<file path="src/include/ebsp_pkg.sv">
// constants and types of the external bus segment port
`default_nettype none
package ebsp_pkg;
    // ---------------------------------------------------------------
    // register bus
    // ---------------------------------------------------------------
    localparam int EBSP_ADDR_W = 4;
    localparam int EBSP_DATA_W = 16;
    localparam logic [3:0] EBSP_OFF_LATCH = 4'h0;
    localparam logic [3:0] EBSP_OFF_DIR = 4'h1;
    localparam logic [3:0] EBSP_OFF_ODRAIN = 4'h2;
    localparam logic [3:0] EBSP_OFF_CFG = 4'h3;
    localparam logic [3:0] EBSP_OFF_STATUS = 4'h4;
    // ---------------------------------------------------------------
    // system_config_register fields
    // ---------------------------------------------------------------
    localparam int EBSP_CFG_W = 9;
    localparam int EBSP_CFG_CMOS = 0;
    localparam int EBSP_CFG_STYLE = 1;
    localparam int EBSP_CFG_RDYEN = 2;
    localparam int EBSP_CFG_RDYPOL = 3;
    localparam int EBSP_CFG_EXTBUS = 4;
    localparam int EBSP_CFG_BUS8 = 5;
    localparam int EBSP_CFG_CAN1 = 6;
    localparam int EBSP_CFG_CAN2 = 7;
    localparam int EBSP_CFG_CAN2SEL = 8;
    // status fields
    localparam int EBSP_STAT_BUSY = 8;
    localparam int EBSP_STAT_RDY = 9;
    // ---------------------------------------------------------------
    // reset values and masks
    // ---------------------------------------------------------------
    localparam logic [7:0] EBSP_RST_LATCH = 8'h00;
    localparam logic [7:0] EBSP_RST_DIR = 8'h00;
    localparam logic [7:0] EBSP_RST_ODRAIN = 8'h00;
    localparam logic [8:0] EBSP_RST_CFG = 9'h000;
    localparam logic [7:0] EBSP_ODRAIN_MASK = 8'hF0;
    localparam logic [7:0] EBSP_ALL_DRIVE = 8'hFF;
    localparam logic [23:0] EBSP_RST_ADDR = 24'h00_0000;
    // ---------------------------------------------------------------
    // line positions
    // ---------------------------------------------------------------
    localparam int EBSP_SEG_LSB = 16;
    localparam int EBSP_PIN_C1RX = 5;
    localparam int EBSP_PIN_C1TX = 6;
    localparam int EBSP_PIN_C2RXA = 4;
    localparam int EBSP_PIN_C2RXB = 5;
    localparam int EBSP_PIN_C2TXA = 6;
    localparam int EBSP_PIN_C2TXB = 7;
    // ---------------------------------------------------------------
    // access sequencer
    // ---------------------------------------------------------------
    typedef enum logic [1:0] {
        EBSP_IDLE = 2'b00,
        EBSP_ADDR = 2'b01,
        EBSP_STROBE = 2'b11,
        EBSP_HOLD = 2'b10
    } ebsp_state_e;
endpackage
`default_nettype wire

</file>
<file path="src/include/ebsp_pin_if.sv">
// raw and synchronised pin levels between top and synchroniser
`default_nettype none
interface ebsp_pin_if #(parameter int W = 9);
    logic [W-1:0] raw;
    logic [W-1:0] synced;
    modport syncer(input raw, output synced);
    modport user(output raw, input synced);
endinterface
`default_nettype wire

</file>
<file path="src/design/ebsp_sync.sv">
// two-flop synchroniser bank for pin inputs
`default_nettype none
module ebsp_sync #(
    parameter int W = 9
) (
    input wire logic sys_clk,
    input wire logic reset,
    ebsp_pin_if.syncer pins
);
    logic [W-1:0] stage1_q;
    logic [W-1:0] stage2_q;

    always_ff @(posedge sys_clk) begin
        if (reset) begin
            stage1_q <= '1;
            stage2_q <= '1;
        end else begin
            stage1_q <= pins.raw;
            stage2_q <= stage1_q;
        end
    end

    assign pins.synced = stage2_q;
endmodule // ebsp_sync
`default_nettype wire

</file>
<file path="src/design/ebsp_top.sv">
// external bus control and segment port block
`default_nettype none
//
// Contract
// [RULE1] eight segment lines, each with its own direction bit
// [RULE2] a line set as input has its driver off; code drives all lines with the external bus on, and CAN transmit lines
// [RULE3] input threshold selectable between TTL and CMOS
// [RULE4] only upper four lines may be open-drain, per line
// [RULE5] external bus drives lines with address bits 16 to 23
// [RULE6] first CAN receive on sixth line, transmit on seventh
// [RULE7] second CAN receive on fifth/sixth, transmit on seventh/eighth
// [RULE8] read strobe low for every fetch or data read
// [RULE9] plain style: write strobe low on every data write
// [RULE10] low-byte style: strobe only low-byte writes, all on 8-bit bus
// [RULE11] style chosen by a bit of the config register
// [RULE12] software picks the active level of the ready input
// [RULE13] inactive ready extends access with wait cycles
// [RULE14] address latch pulse commands the address capture
// [RULE15] pin levels sampled every cycle whatever the direction
// [RULE16] writes hit the latch; reads give pin or latch by direction
// [RULE17] ready sampled on the clock; access ends once active seen
// [RULE18] segment address stable from address phase to strobe end
module ebsp_top
    import ebsp_pkg::*;
(
    input wire logic sys_clk,
    input wire logic reset,
    input wire logic [3:0] regAddr,
    input wire logic [15:0] regWdata,
    input wire logic regWrite,
    input wire logic regRead,
    output logic [15:0] regRdata,
    input wire logic accReq,
    input wire logic accWrite,
    input wire logic accLowByte,
    input wire logic [23:0] accAddr,
    output logic accBusy,
    output logic accDone,
    input wire logic [7:0] segIn,
    output logic [7:0] segOut,
    output logic [7:0] segOe,
    output logic thresholdCmos,
    input wire logic readyPin,
    output logic readStrobeN,
    output logic lowByteStoreStrobeN,
    output logic aleOut,
    input wire logic firstCanTransmit,
    input wire logic secondCanTransmit,
    output logic firstCanReceive,
    output logic secondCanReceive
);
    // ---------------------------------------------------------------
    // pin synchroniser
    // ---------------------------------------------------------------
    ebsp_pin_if #(.W(9)) pinIf ();
    assign pinIf.raw = {readyPin, segIn};
    ebsp_sync #(.W(9)) u_sync (
        .sys_clk(sys_clk),
        .reset(reset),
        .pins(pinIf)
    );
    wire logic [7:0] pinSample = pinIf.synced[7:0]; // [RULE15]
    wire logic readySync = pinIf.synced[8]; // [RULE17]

    // ---------------------------------------------------------------
    // registers
    // ---------------------------------------------------------------
    logic [7:0] latch_q;
    logic [7:0] dir_q;
    logic [7:0] odrain_q;
    logic [EBSP_CFG_W-1:0] cfg_q;
    logic [15:0] rdata_q;

    wire logic wrLatch = regWrite && (regAddr == EBSP_OFF_LATCH);
    wire logic wrDir = regWrite && (regAddr == EBSP_OFF_DIR);
    wire logic wrOdrain = regWrite && (regAddr == EBSP_OFF_ODRAIN);
    wire logic strobe_style_select = regWrite && (regAddr == EBSP_OFF_CFG);

    always_ff @(posedge sys_clk) begin
        if (reset) begin
            latch_q <= EBSP_RST_LATCH;
            dir_q <= EBSP_RST_DIR;
            odrain_q <= EBSP_RST_ODRAIN;
            cfg_q <= EBSP_RST_CFG;
        end else begin
            if (wrLatch) latch_q <= regWdata[7:0]; // [RULE16]
            if (wrDir) dir_q <= regWdata[7:0]; // [RULE1]
            if (wrOdrain) begin
                odrain_q <= regWdata[7:0] & EBSP_ODRAIN_MASK; // [RULE4]
            end
            if (strobe_style_select) cfg_q <= regWdata[EBSP_CFG_W-1:0]; // [RULE11]
        end
    end

    wire logic cfgCmos = cfg_q[EBSP_CFG_CMOS];
    wire logic cfgStyle = cfg_q[EBSP_CFG_STYLE];
    wire logic cfgRdyEn = cfg_q[EBSP_CFG_RDYEN];
    wire logic cfgRdyPol = cfg_q[EBSP_CFG_RDYPOL];
    wire logic cfgExt = cfg_q[EBSP_CFG_EXTBUS];
    wire logic cfgBus8 = cfg_q[EBSP_CFG_BUS8];
    wire logic cfgCan1 = cfg_q[EBSP_CFG_CAN1];
    wire logic cfgCan2 = cfg_q[EBSP_CFG_CAN2];
    wire logic cfgCan2Sel = cfg_q[EBSP_CFG_CAN2SEL];

    // ---------------------------------------------------------------
    // access sequencer
    // ---------------------------------------------------------------
    ebsp_state_e state_q;
    ebsp_state_e state_d;
    logic [23:0] addr_q;
    logic write_q;
    logic lowByte_q;

    wire logic accTake = accReq && (state_q == EBSP_IDLE);
    // ready seen at the programmed active level
    wire logic readyActive = (readySync == cfgRdyPol); // [RULE12]
    wire logic strobeEnd = !cfgRdyEn || readyActive; // [RULE13] [RULE17]

    always_comb begin
        state_d = state_q;
        case (state_q)
            EBSP_IDLE: begin
                if (accReq) state_d = EBSP_ADDR;
            end
            EBSP_ADDR: begin
                state_d = EBSP_STROBE;
            end
            EBSP_STROBE: begin
                if (strobeEnd) state_d = EBSP_HOLD; // [RULE13]
            end
            EBSP_HOLD: begin
                state_d = EBSP_IDLE;
            end
            default: begin
                state_d = EBSP_IDLE;
            end
        endcase
    end

    always_ff @(posedge sys_clk) begin
        if (reset) begin
            state_q <= EBSP_IDLE;
            addr_q <= EBSP_RST_ADDR;
            write_q <= 1'b0;
            lowByte_q <= 1'b0;
        end else begin
            state_q <= state_d;
            if (accTake) begin
                addr_q <= accAddr; // [RULE18]
                write_q <= accWrite;
                lowByte_q <= accLowByte;
            end
        end
    end

    // strobe pins from the next state so they align with it
    wire logic nextStrobe = (state_d == EBSP_STROBE);
    wire logic writeNext = accTake ? accWrite : write_q;
    wire logic lowNext = accTake ? accLowByte : lowByte_q;
    // low-byte style skips high-byte-only writes on a 16-bit bus
    wire logic storeNext = !cfgStyle || cfgBus8 || lowNext; // [RULE10]
    wire logic rdND = !(nextStrobe && !writeNext); // [RULE8]
    wire logic wrND = // [RULE9] [RULE10]
        !(nextStrobe && writeNext && storeNext);
    wire logic aleD = (state_d == EBSP_ADDR); // [RULE14]
    wire logic doneD = (state_d == EBSP_HOLD);
    wire logic busyD = (state_d != EBSP_IDLE);

    // ---------------------------------------------------------------
    // segment port drive
    // ---------------------------------------------------------------
    wire logic can2Tx7 = cfgCan2 && cfgCan2Sel;
    wire logic can2Tx6 = cfgCan2 && !cfgCan2Sel && !cfgCan1;
    logic [7:0] altEn;
    logic [7:0] altVal;
    always_comb begin
        altEn = '0;
        altVal = '0;
        altEn[EBSP_PIN_C1TX] = cfgCan1 || can2Tx6; // [RULE6] [RULE7]
        altVal[EBSP_PIN_C1TX] = cfgCan1 ? firstCanTransmit
                                        : secondCanTransmit;
        altEn[EBSP_PIN_C2TXB] = can2Tx7; // [RULE7]
        altVal[EBSP_PIN_C2TXB] = secondCanTransmit;
    end

    wire logic [7:0] portVal = (altEn & altVal) | (~altEn & latch_q);
    // address already on the lines in the latch pulse cycle
    wire logic [23:0] addrNext = accTake ? accAddr : addr_q; // [RULE14]
    wire logic [7:0] segAddr = addrNext[EBSP_SEG_LSB +: 8]; // [RULE5]
    wire logic [7:0] segOutD = cfgExt ? segAddr : portVal;
    // without the external bus inputs float, outputs drive, alternates take their line; with it all lines drive
    wire logic [7:0] baseOe = // [RULE2]
        cfgExt ? EBSP_ALL_DRIVE : (dir_q | altEn);
    wire logic [7:0] odEff = cfgExt ? 8'h00 : odrain_q;
    // outside external bus mode, open-drain lines release the pin instead of driving high
    wire logic [7:0] segOeD = baseOe & ~(odEff & segOutD); // [RULE4]
    wire logic c1RxD = pinSample[EBSP_PIN_C1RX]; // [RULE6]
    wire logic c2RxD = cfgCan2Sel ? pinSample[EBSP_PIN_C2RXB]
                                  : pinSample[EBSP_PIN_C2RXA]; // [RULE7]

    // ---------------------------------------------------------------
    // register read
    // ---------------------------------------------------------------
    // input lines show the pin, output lines the latch
    wire logic [7:0] latchRead = // [RULE16]
        (dir_q & latch_q) | (~dir_q & pinSample);
    wire logic [15:0] statusRead = {6'h00, readyActive,
                                    (state_q != EBSP_IDLE), pinSample};
    logic [15:0] readMux;
    always_comb begin
        case (regAddr)
            EBSP_OFF_LATCH: readMux = {8'h00, latchRead};
            EBSP_OFF_DIR: readMux = {8'h00, dir_q};
            EBSP_OFF_ODRAIN: readMux = {8'h00, odrain_q};
            EBSP_OFF_CFG: readMux = {7'h00, cfg_q};
            EBSP_OFF_STATUS: readMux = statusRead;
            default: readMux = 16'h0000;
        endcase
    end

    always_ff @(posedge sys_clk) begin
        if (reset) rdata_q <= 16'h0000;
        else rdata_q <= regRead ? readMux : 16'h0000;
    end

    // ---------------------------------------------------------------
    // output flops
    // ---------------------------------------------------------------
    always_ff @(posedge sys_clk) begin
        if (reset) begin
            readStrobeN <= 1'b1;
            lowByteStoreStrobeN <= 1'b1;
            aleOut <= 1'b0;
            accDone <= 1'b0;
            accBusy <= 1'b0;
        end else begin
            readStrobeN <= rdND;
            lowByteStoreStrobeN <= wrND;
            aleOut <= aleD;
            accDone <= doneD;
            accBusy <= busyD;
        end
    end

    always_ff @(posedge sys_clk) begin
        if (reset) begin
            segOut <= 8'h00;
            segOe <= 8'h00;
            thresholdCmos <= 1'b0;
            firstCanReceive <= 1'b1;
            secondCanReceive <= 1'b1;
        end else begin
            segOut <= segOutD;
            segOe <= segOeD;
            thresholdCmos <= cfgCmos; // [RULE3]
            firstCanReceive <= c1RxD;
            secondCanReceive <= c2RxD;
        end
    end

    assign regRdata = rdata_q;
endmodule // ebsp_top
`default_nettype wire

</file>
<file path="config.mk">
export PLATFORM = sky130hd
export DESIGN_NAME = ebsp_top
export DESIGN_NICKNAME = d
export VERILOG_FILES = /design/src/include/ebsp_pkg.sv /design/src/include/ebsp_pin_if.sv /design/src/design/ebsp_sync.sv /design/src/design/ebsp_top.sv
export SDC_FILE = /design/constraint.sdc
export NUM_CORES = 1
export LEC_CHECK = 0
export ABC_CLOCK_PERIOD_IN_PS = 1500
export BUFFER_PORTS_ARGS = -buffer_cell sky130_fd_sc_hd__buf_2
export CORE_ASPECT_RATIO = 1.5
export CORE_MARGIN = 4
export CORE_UTILIZATION = 45
export CTS_BUF_LIST = sky130_fd_sc_hd__clkbuf_8 sky130_fd_sc_hd__clkbuf_16
export CTS_CLUSTER_SIZE = 24
export DETAILED_ROUTE_END_ITERATION = 8
export HOLD_SLACK_MARGIN = 0.08
export PLACE_DENSITY = 0.71
export SYNTH_ARGS = -nofsm -noshare
export SYNTH_HDL_FRONTEND = slang
export SYNTH_SLANG_ARGS = --single-unit
</file>
<file path="constraint.sdc">
create_clock -name sys_clk -period 1.5 [get_ports sys_clk]
set_input_delay 0.15 -clock sys_clk [delete_from_list [all_inputs] [get_ports sys_clk]]
set_output_delay 0.15 -clock sys_clk [all_outputs]
set_load 0.02 [all_outputs]
</file>
==> implementation parameters, run 1 <==
Parameter                              Value

Worst setup path
  Reg-to-Reg End ... lowByteStoreStrobeN
  Register-to-register setup slack ... 0.11 ns
  Launching point of the worst reg2reg path ... cfg_q[3]
  Critical-path maximum fanout ... 4
  Worst r2r path cells ... 3
  Setup Crit Path Kind ... flip-flop to flip-flop
  Signal arrival time at the worst endpoint ... 1.60 ns
  Data required time at the worst endpoint ... 1.71 ns
  Critical path capture point type ... flip-flop
  Critical Path Start Type ... flip-flop

Timing
  Endpoints failing setup ... 0
  Fraction of the cycle the final worst path needs ... 92.6%
  Post-route clock skew ... 0.00498 ns
  Final critical-path required period ... 1.39 ns
  Sum of negative setup slack ... 0 ns
  Count of endpoints failing hold in the final timing report ... 0
  Timing-limited maximum frequency ... 0.720 GHz
  Minimum setup slack in the final design ... 0.111 ns
  Count of pins over their slew limit ... 0
  Setup repair after global routing missed its margin ... no

Drt
  Number of optimization iterations in the first detailed-route pass ... 5
  Final ANT Viol Nets ... 0
  Per-cell routed wire length ... 14.7 um
  Avg Vias per Cell ... 5.19
  Violation count after the first detailed-routing iteration ... 242
  Total wirelength of the detailed-routed design ... 8440 um
  Number of DRC violations after detailed routing ... 0
  Via count ... 2979

Synth
  Average cell area after synthesis ... 9.38 um^2
  Sequential cell area fraction in the yosys report ... 53.1%
  Warning count from the yosys run ... 0
  Flops & latches, synth ... 93
  Async set-reset flop share out of synthesis ... 0%
  Distinct cell type count of the synthesized netlist ... 43
  Ys flop type ... dfxtp_1
  Cells after synthesis ... 374
  Count of flip-flops with a built-in enable after synthesis ... 0
  Post-Syn Area ... 0.00351 mm^2

Floorplanning
  Die H ... 116 um
  Initial Utilization ... 46.1%
  CORE AREA ... 0.00761 mm^2
  Ports placed on the boundary ... 102
  Die area ... 0.00930 mm^2
  Die Width ... 80.1 um
  # rows ... 39

Global route
  Vias in the first global route ... 2709
  Grt ovf ... 0
  Pin count of the biggest net entering global routing ... 46
  Total GRT Usage ... 18.7%
  Global-route wire length before repair ... 13200 um
  Antenna violations before repair ... 0

Placed design
  Final GP Congestion ... 0.858
  Number of port buffers ... 72
  HPWL after detailed placement ... 5770 um
  Placement-stage worst setup slack ... 0.105 ns
  Placed cells ... 538

Finish
  Area added between synthesis and finish ... 28.7%
  Fillers ... 707
  Area taken by flip-flops and latches ... 0.00186 mm^2
  Final cell count without fillers ... 574
  Most common library cell in the layout ignoring fill and taps ... dfxtp_1
  Total number of nets in the final design ... 529
  Commonest cells after routing, fill and taps aside ... 93 x dfxtp_1, 72 x buf_2, 41 x a21oi_1
  Fraction of final layout cells with drive strength greater than 1 ... 28.4%
  Area of the multi-input gates ... 0.00147 mm^2
  Number of diodes added for antenna fixing ... 0

Clock network
  TritonCTS Buffers ... 9
  Clk sinks ... 93
  Worst-case clock buffer depth ... 2
  Master cell of the clock root buffer ... clkbuf_16
  H-tree lvl count ... 3
  CTS tree ... built
  # resized after CTS ... 0
  Skew-Pair Late Insertion Delay ... 0.34 ns
  Clock transition at the registers of the reported paths ... 0.06 ns

Job
  MaxCap Viol Count ... 0

Pwr
  Leak ... 1.82 nW
  PwrDens ... 1180 mW/mm^2
  Worst vdd ir ... 0.730 mV

Min path
  Class of the most critical hold timing path ... input port to flip-flop
  Hold Startpoint ... accAddr[20]
  Worst hold path depth ... 3
  Worst min-delay path endpoint ... addr_q[20]

Outcome
  Result of the run ... finished, final reports clean
[registers in the layout (all words and copies together) (netlist names), 2 cells and up]
signal	flops
addr_q	8
regRdata	10
segOe	8
dir_q	8
segOut	8
latch_q	8
u_sync.pins.synced	9
u_sync.stage1_q	9
cfg_q	9
odrain_q	4
state_q	2
[layer usage]
layer / track usage, % / up-vias / part of all wire [%]
li1: - / 1497 / -
met1: 22.7 / 1365 / 42
met2: 30.7 / 99 / 50
met3: 4.40 / 18 / 5.9
met4: 9.92 / 0 / 2.2
met5: 0 / - / 0
[Yosys cell counts, types with 3 or more instances]
master / number / area share (%)
dfxtp_1: 93 / 53
a21oi_1: 41 / 5.8
nand3_1: 29 / 4.1
nor2_1: 29 / 3.1
o21ai_0: 29 / 4.1
clkbuf_1: 20 / 2.1
or2_2: 20 / 3.6
nand2b_1: 14 / 2.5
mux2i_1: 10 / 2.9
o211ai_1: 9 / 1.9
a211oi_1: 8 / 1.7
a32oi_1: 8 / 2.0
buf_4: 8 / 1.7
nand2_1: 6 / 0.64
inv_1: 5 / 0.54
nor2b_1: 5 / 0.89
mux2_2: 4 / 1.3
buf_6: 3 / 0.96
[metrics by stage]
stage / hold WS [ns] / area [um^2] / util (%) / power (mW)
final: 0.0885 / 4520 / 59.3 / 5.32
after global routing: 0.0903 / 4520 / 59.3 / 5.53
after CTS: 0.0801 / 4520 / 59.3 / 5.36
after detailed placement: 0.336 / 4000 / 52.6 / 3.05
after global placement: 0.332 / 4000 / 52.6 / 3.04
after floorplan: 0.254 / 3530 / - / 2.89
[repair_timing]
| item | 4_1_cts | 5_1_grt |
|---|---|---|
| hold buffers | 20 | 0 |
| endpoints found under the hold margin | 22 | 0 |
| setup buffers | 0 | 0 |
[worst max-delay path by stage]
stage | start | to | slack, ns | cells past startpoint
after global placement | regAddr[1] | regRdata[7] | 0.12 | 4
after global routing | state_q[0] | segOut[3] | 0.01 | 4
after detailed placement | cfg_q[3] | lowByteStoreStrobeN | 0.11 | 3
final | cfg_q[3] | lowByteStoreStrobeN | 0.11 | 3
after floorplan | state_q[0] | segOut[0] | 0.12 | 5
after CTS | cfg_q[3] | lowByteStoreStrobeN | 0.08 | 3
[power by group]
group          internal [mW]  switching [mW]  leakage [nW]  total (mW)
Combinational          0.206           0.252         0.920       0.458
Clock                   1.38           0.908         0.148        2.29
Sequential              2.54          0.0313         0.757        2.57
Total                   4.13            1.19          1.82        5.32
[critical path, cell delays in order, from the launching register on]
cell and delay, ns:
dfxtp_1 0.37, xor2_1 0.21, a21boi_0 0.19, or4_1 0.49
[area by class of cell]
cell class              instances  share of cell area [%]
well taps                     102                    2.83
flip-flops and latches         93                    41.2
inverters                       5                   0.416
clock buffers                  11                    5.60
multi-input cells             247                    32.5
repair buffers                111                    16.1
clock inverters                 5                    1.30
[logic make-up after synthesis]
kind of cell    synth area share (%)
xor+xnor                       0.250
mux                             4.14
other cells                    0.107
flops                           53.1
compound gates                  18.2
buf+inv                         5.78
simple gates                    18.4
No activity file was read; power rests on OpenSTA's default activity.
==> run 2: changes to the inputs <==
ABC_AREA = 1   (was default)
CORE_UTILIZATION = 41   (was 45)
PLACE_DENSITY = 0.65   (was 0.71)
==> run 2 against run 1 <==
Setup slack better by 0.15 ns. Utilization down 6.0 points. Worst hold slack worse by 0.0044 ns. Design area down 0.58%. Via count up 7.1%. Clock skew up 0.0013 ns. Critical path depth up 3. First-iteration DRC count down 52%. Cell count up 16%. Maximum frequency up 12%. Critical endpoint is now segOut[5]. Largest power group unchanged.
==> implementation parameters, run 2 <==
Parameter                              Value

Outcome
  Result of the run ... finished, final reports clean

Clock network
  # resized after CTS ... 0 (unchanged)
  Master cell of the clock root buffer ... clkbuf_16
  Skew-Pair Late Insertion Delay ... 0.34 ns (about the same)
  Worst-case clock buffer depth ... 2 (unchanged)
  Clock transition at the registers of the reported paths ... 0.07 ns (about the same)
  H-tree lvl count ... 3 (unchanged)
  CTS tree ... built
  Clk sinks ... 93 (unchanged)
  TritonCTS Buffers ... 9 (unchanged)

Timing
  Count of pins over their slew limit ... 0 (unchanged)
  Endpoints failing setup ... 0 (unchanged)
  Setup repair after global routing missed its margin ... no
  Sum of negative setup slack ... 0 ns (unchanged)
  Fraction of the cycle the final worst path needs ... 82.4% (-10 points)
  Post-route clock skew ... 0.00627 ns (+0.00129 ns)
  Timing-limited maximum frequency ... 0.809 GHz (+12%)
  Final critical-path required period ... 1.24 ns (-0.154 ns)
  Count of endpoints failing hold in the final timing report ... 0 (unchanged)

Worst setup path
  Most Frequent Cell on Critical Path ... nand2_1
  Cell chain of the critical path ... nor2_1 -> nand2_1 -> inv_1 -> nand2_1 -> nand3_1 -> a21oi_1
  Signal arrival time at the worst endpoint ... 1.45 ns (-0.15 ns)
  Worst r2r path cells ... 6 (+3)
  Critical Path Max Stage Delay ... 0.32 ns (-0.17 ns)
  CP delay by family, top ... simple AND/OR/NAND/NOR gates
  Reg-to-Reg End ... segOut[5]
  Register-to-register setup slack ... 0.26 ns (+0.15 ns)
  Critical Path Start Type ... flip-flop
  Setup Crit Path Kind ... flip-flop to flip-flop
  Critical-path maximum fanout ... 8 (+4)
  Crit path buf inv count ... 1 (+1)
  Data required time at the worst endpoint ... 1.71 ns (about the same)
  Launching point of the worst reg2reg path ... state_q[0]
  Critical path capture point type ... flip-flop
  Slowest stage cell on the critical path ... dfxtp_1

Synth
  Async set-reset flop share out of synthesis ... 0% (unchanged)
  Distinct cell type count of the synthesized netlist ... 22 (-49%)
  Post-Syn Area ... 0.00355 mm^2 (+1.3%)
  Cell types with the largest area share after synthesis ... dfxtp_1 52%, nand2_1 11%, a21oi_1 7.2%
  Ys flop type ... dfxtp_1
  Ranking of synthesized cells by instance count ... 101 x nand2_1, 93 x dfxtp_1, 51 x a21oi_1, 50 x inv_1, 43 x nand3_1
  Warning count from the yosys run ... 0 (unchanged)
  Cells after synthesis ... 462 (+24%)
  Cell type contributing the most total cell area after synthesis ... dfxtp_1
  Flops & latches, synth ... 93 (unchanged)
  Share of Yosys cell area claimed by the top area cell type ... 52.4% (-0.67 points)
  Average cell area after synthesis ... 7.69 um^2 (-18%)
  Cell with the most instances after synthesis ... nand2_1
  Sequential cell area fraction in the yosys report ... 52.4% (-0.67 points)
  Count of flip-flops with a built-in enable after synthesis ... 0 (unchanged)

Finish
  Total number of nets in the final design ... 616 (+16%)
  Number of diodes added for antenna fixing ... 0 (unchanged)
  Area taken by flip-flops and latches ... 0.00186 mm^2 (unchanged)
  Most common library cell in the layout ignoring fill and taps ... nand2_1
  Final cell count without fillers ... 666 (+16%)
  Area of the multi-input gates ... 0.00139 mm^2 (-5.2%)
  Commonest cells after routing, fill and taps aside ... 101 x nand2_1, 93 x dfxtp_1, 72 x buf_2
  Area added between synthesis and finish ... 26.3%
  Fraction of final layout cells with drive strength greater than 1 ... 23.4% (-5.0 points)
  Fillers ... 893 (+26%)
  Max FFs per register ... 10 (unchanged)

Global route
  Grt ovf ... 0 (unchanged)
  Global-route wire length before repair ... 14800 um (+12%)
  Vias in the first global route ... 3146 (+16%)
  Antenna violations before repair ... 0 (unchanged)
  Total GRT Usage ... 18.7% (-0.075 points)
  Pin count of the biggest net entering global routing ... 57 (+24%)

Drt
  Total wirelength of the detailed-routed design ... 9310 um (+10%)
  Avg Vias per Cell ... 4.79 (-7.7%)
  Via count ... 3190 (+7.1%)
  Number of DRC violations after detailed routing ... 0 (unchanged)
  Final ANT Viol Nets ... 0 (unchanged)
  Number of optimization iterations in the first detailed-route pass ... 4 (-1)
  Violation count after the first detailed-routing iteration ... 116 (-52%)
  Per-cell routed wire length ... 14.0 um (-5.0%)

Pwr
  Leak ... 2.07 nW (+13%)
  Power Total ... 5.34 mW (+0.41%)
  PwrDens ... 1190 mW/mm^2 (+1.0%)
  Worst vdd ir ... 0.590 mV (-19%)

Floorplanning
  Die H ... 122 um (+5.1%)
  Die area ... 0.0103 mm^2 (+10%)
  Initial Utilization ... 42.2% (-3.9 points)
  # rows ... 41 (+5.1%)
  Die Width ... 84.0 um (+4.9%)
  CORE AREA ... 0.00841 mm^2 (+11%)
  Ports placed on the boundary ... 102 (unchanged)

Min path
  Class of the most critical hold timing path ... input port to flip-flop
  Hold Startpoint ... accAddr[19]
  Worst min-delay path endpoint ... addr_q[19]
  Worst hold path depth ... 3 (unchanged)

Placed design
  HPWL after detailed placement ... 6940 um (+20%)
  Final GP Congestion ... 0.893 (+4.0%)
  Number of port buffers ... 72 (unchanged)
  Placed cells ... 641 (+19%)

Job
  MaxCap Viol Count ... 0 (unchanged)
## run 2: changes by cell type in the layout (fill, tap and decap cells not counted), sizes merged, moves of 5 or more
cell and delta:
nand2 +96, inv +47, nand3 +16, nand2b -14, dlygate4sd3 -11, mux2i -10, a21oi +9, o211ai -9
a32oi -8, o21ai +8, a211oi -7, nor2 +7, nor2b -5
## run 2: worst register-to-register path: stages (launching register included)
cell,delay [ns]
dfxtp_1,0.32
nor2_1,0.16
nand2_1,0.12
inv_1,0.24
nand2_1,0.12
nand3_1,0.10
a21oi_1,0.06
## run 2: worst max-delay path by stage
stage / slack [ns] / depth (start not counted) / to / startpoint
floorplan: 0.42 / 7 / segOut[0] / state_q[0]
global placement: 0.22 / 7 / latch_q[3] / regAddr[2]
detailed placement: 0.17 / 7 / latch_q[5] / regAddr[2]
CTS: 0.26 / 6 / segOut[7] / state_q[0]
global route: 0.15 / 6 / segOut[4] / state_q[0]
finish: 0.26 / 6 / segOut[5] / state_q[0]
## run 2: kinds of logic (layout without fill, tap and decap cells)
logic type             count (synthesis)  count (layout)  share of synthesized area, %
AOI/OAI and AO/OA                     89              89                          12.6
buffers and inverters                 73             165                          8.98
DFF                                   93              93                          52.4
other                                  1               6                         0.106
and+or+nand+nor                      206             206                          25.9
## run 2: area by class of cell
cell class / count / share of cell area [%]
sequential: 93 / 41.5
multi-input combinational: 301 / 31.0
timing repair buffer: 99 / 13.6
clock buffer: 11 / 5.63
inverter: 50 / 4.18
tap: 107 / 2.98
clock inverter: 5 / 1.14
## run 2: routing by layer
metal / share of wire (%) / track usage, % / vias to the layer above
li1: - / - / 1647
met2: 51 / 34.1 / 74
met3: 4.0 / 3.72 / 27
met4: 4.9 / 12.9 / 0
met1: 40 / 18.9 / 1442
met5: 0 / 0 / -
## run 2: power breakdown
part	leakage (nW)	internal, mW	switching, mW
Sequential	0.758	2.56	0.0315
Combinational	1.15	0.183	0.294
Clock	0.158	1.37	0.906
Total	2.07	4.11	1.23
## run 2: per-stage QoR
stage               worst slack (ns)  utilization [%]  area, um^2  hold WS, ns
finish                         0.265             53.4        4490       0.0841
CTS                            0.255             53.4        4490       0.0822
global placement               0.219             48.7        4100        0.332
detailed placement             0.166             48.7        4100        0.335
global route                   0.155             53.4        4490       0.0965
floorplan                      0.415                -        3570        0.254
## run 2: what timing repair did
action                    in CTS  in global routing
hold buffers                   9                  0
buffers inserted               0                  0
hold endpoints to repair       9                  0
==> run 3: changes to the inputs <==
ABC_CLOCK_PERIOD_IN_PS = 1100   (was 1500)
PLACE_DENSITY = 0.68   (was 0.65)
clock period = 1.1 ns   (was 1.5 ns; I/O delays follow)
==> run 3 against run 2 <==
Worst hold slack improved by 0.0094 ns. Utilization increased by 3.6 points. Design area increased by 6.7%. Clock power increased by 32%.
==> implementation parameters, run 3 (synthesis results as in run 2) <==
Parameter                              Value

Outcome
  Result of the run ... finished, final reports clean

Clock network
  CTS tree ... built
  Master cell of the clock root buffer ... clkbuf_16
  Worst-case clock buffer depth ... 2 (unchanged)
  Post-CTS Repair Setup Buffers ... 0 (unchanged)
  TritonCTS Buffers ... 9 (unchanged)
  Clock transition at the registers of the reported paths ... 0.06 ns (about the same)
  H-tree lvl count ... 3 (unchanged)
  Clk sinks ... 93 (unchanged)
  Skew-Pair Late Insertion Delay ... 0.35 ns (about the same)

Worst setup path
  Critical-path maximum fanout ... 7 (-1)
  Critical path capture point type ... flip-flop
  Critical Path Start Type ... flip-flop
  Most Frequent Cell on Critical Path ... nand2_1
  Setup Crit Path Kind ... flip-flop to flip-flop
  Cell chain of the critical path ... nor2_4 -> nand2_4 -> buf_6 -> nand2_1 -> nand2_1 -> inv_1 -> nand3_1
  Signal arrival time at the worst endpoint ... 1.30 ns (-0.15 ns)
  Slowest stage cell on the critical path ... dfxtp_2
  Data required time at the worst endpoint ... 1.32 ns (-0.39 ns)
  Critical Path Max Stage Delay ... 0.34 ns (+0.02 ns)

Drt
  Final ANT Viol Nets ... 0 (unchanged)
  Number of DRC violations after detailed routing ... 0 (unchanged)
  Via count ... 3379 (+5.9%)
  Total wirelength of the detailed-routed design ... 9800 um (+5.3%)
  Number of optimization iterations in the first detailed-route pass ... 4 (unchanged)
  Avg Vias per Cell ... 4.86 (+1.5%)
  Per-cell routed wire length ... 14.1 um (+0.93%)
  Violation count after the first detailed-routing iteration ... 150 (+29%)

Floorplanning
  Ports placed on the boundary ... 102 (unchanged)
  Die H ... 122 um (unchanged)
  Die Width ... 84.0 um (unchanged)
  # rows ... 41 (unchanged)
  Initial Utilization ... 42.2% (unchanged)
  CORE AREA ... 0.00841 mm^2 (unchanged)
  Die area ... 0.0103 mm^2 (unchanged)

Pwr
  PwrDens ... 1530 mW/mm^2 (+28%)
  Worst vdd ir ... 1.07 mV (+81%)
  Power Total ... 7.31 mW (+37%)
  Leak ... 2.20 nW (+6.5%)

Timing
  Count of pins over their slew limit ... 0 (unchanged)
  Final critical-path required period ... 1.08 ns (-0.160 ns)
  Post-route clock skew ... 0.00768 ns (+0.00141 ns)
  Fraction of the cycle the final worst path needs ... 97.7% (+15 points)
  Endpoints failing setup ... 0 (unchanged)
  Timing-limited maximum frequency ... 0.930 GHz (+15%)
  Setup repair after global routing missed its margin ... yes
  Count of endpoints failing hold in the final timing report ... 0 (unchanged)

Global route
  Grt ovf ... 0 (unchanged)
  Layer with the highest usage after global routing ... met2
  Total GRT Usage ... 19.9% (+1.2 points)
  GR met1 Demand/Resource ... 21.4% (+2.5 points)
  Global routing met2 resource utilization ... 36.0% (+1.9 points)
  Antenna violations before repair ... 0 (unchanged)
  Global-route wire length before repair ... 15700 um (+5.8%)
  Met3 Resource Use GR ... 2.84% (-0.88 points)
  Pin count of the biggest net entering global routing ... 57 (unchanged)
  Vias in the first global route ... 3327 (+5.8%)

Finish
  Most common library cell in the layout ignoring fill and taps ... nand2_1
  Area added between synthesis and finish ... 34.8%
  Max FFs per register ... 10 (unchanged)
  Total number of nets in the final design ... 645 (+4.7%)
  Fraction of final layout cells with drive strength greater than 1 ... 29.1% (+5.6 points)
  Number of diodes added for antenna fixing ... 0 (unchanged)
  Commonest cells after routing, fill and taps aside ... 91 x nand2_1, 88 x dfxtp_1, 72 x buf_2
  Fillers ... 803 (-10%)
  Area of all placed cells without fillers ... 0.00479 mm^2 (+6.7%)

Job
  MaxCap Viol Count ... 0 (unchanged)

Placed design
  HPWL after detailed placement ... 7220 um (+4.1%)
  Post-detailed-placement cell area ... 0.00421 mm^2 (+2.8%)
  Final GP Congestion ... 0.953 (+6.8%)
  Number of port buffers ... 72 (unchanged)

Min path
  Class of the most critical hold timing path ... input port to flip-flop
run 3: layout make-up:
cell class	count	area, um^2	share of cell area [%]
Tap cell	107	134	2.80
Multi-Input combinational cell	301	1460	30.4
Timing Repair Buffer	128	850	17.7
Sequential cell	93	1870	39.1
Clock buffer	9	225	4.70
Inverter	50	188	3.92
Clock inverter	7	67.6	1.41
run 3: stage by stage:
step	utilization, %	std cells	setup TNS (ns)	worst slack [ns]	hold slack, ns
after global routing	56.9	695	-0.218	-0.0321	0.0973
after detailed placement	50.0	658	-2.06	-0.0984	0.296
after global placement	50.0	658	-1.22	-0.125	0.292
after CTS	56.2	695	0	0.00144	0.0814
final	56.9	695	0	0.0250	0.0935
after floorplan	-	467	0	0.0152	0.214
run 3: repair_timing:
| action | CTS | global route |
|---|---|---|
| pin swaps | 2 | 6 |
| setup endpoints to repair | 21 | 13 |
| hold buffers | 21 | 0 |
| resized for setup | 9 | 21 |
| hold endpoints to repair | 27 | 0 |
run 3: worst paths after layout:
path / slack (ns) / cells past startpoint / from / end
min reg2reg: 0.40 / 1 / u_sync.stage1_q[0] / u_sync.pins.synced[0]
min: 0.09 / 4 / accWrite / lowByteStoreStrobeN
max: 0.02 / 7 / state_q[0] / readStrobeN
max reg2reg: 0.02 / 7 / state_q[0] / readStrobeN
run 3: power by group:
part	switching (mW)	internal, mW	leakage (nW)	total, mW
clock network	1.28	1.75	0.143	3.02
registers	0.0484	3.48	0.761	3.53
logic	0.432	0.320	1.30	0.752
run 3: metal layers:
| metal | vias up | share of wire, % |
|---|---|---|
| met5 | - | 0 |
| met1 | 1562 | 39 |
| met3 | 30 | 3.6 |
| li1 | 1705 | - |
| met2 | 82 | 53 |
| met4 | 0 | 4.9 |
run 3: worst max-delay path, delay by kind of cell (launching register included):
kind	cells	cell delay (ns)
simple gates	5	0.40
buf+inv	2	0.20
flops	1	0.34
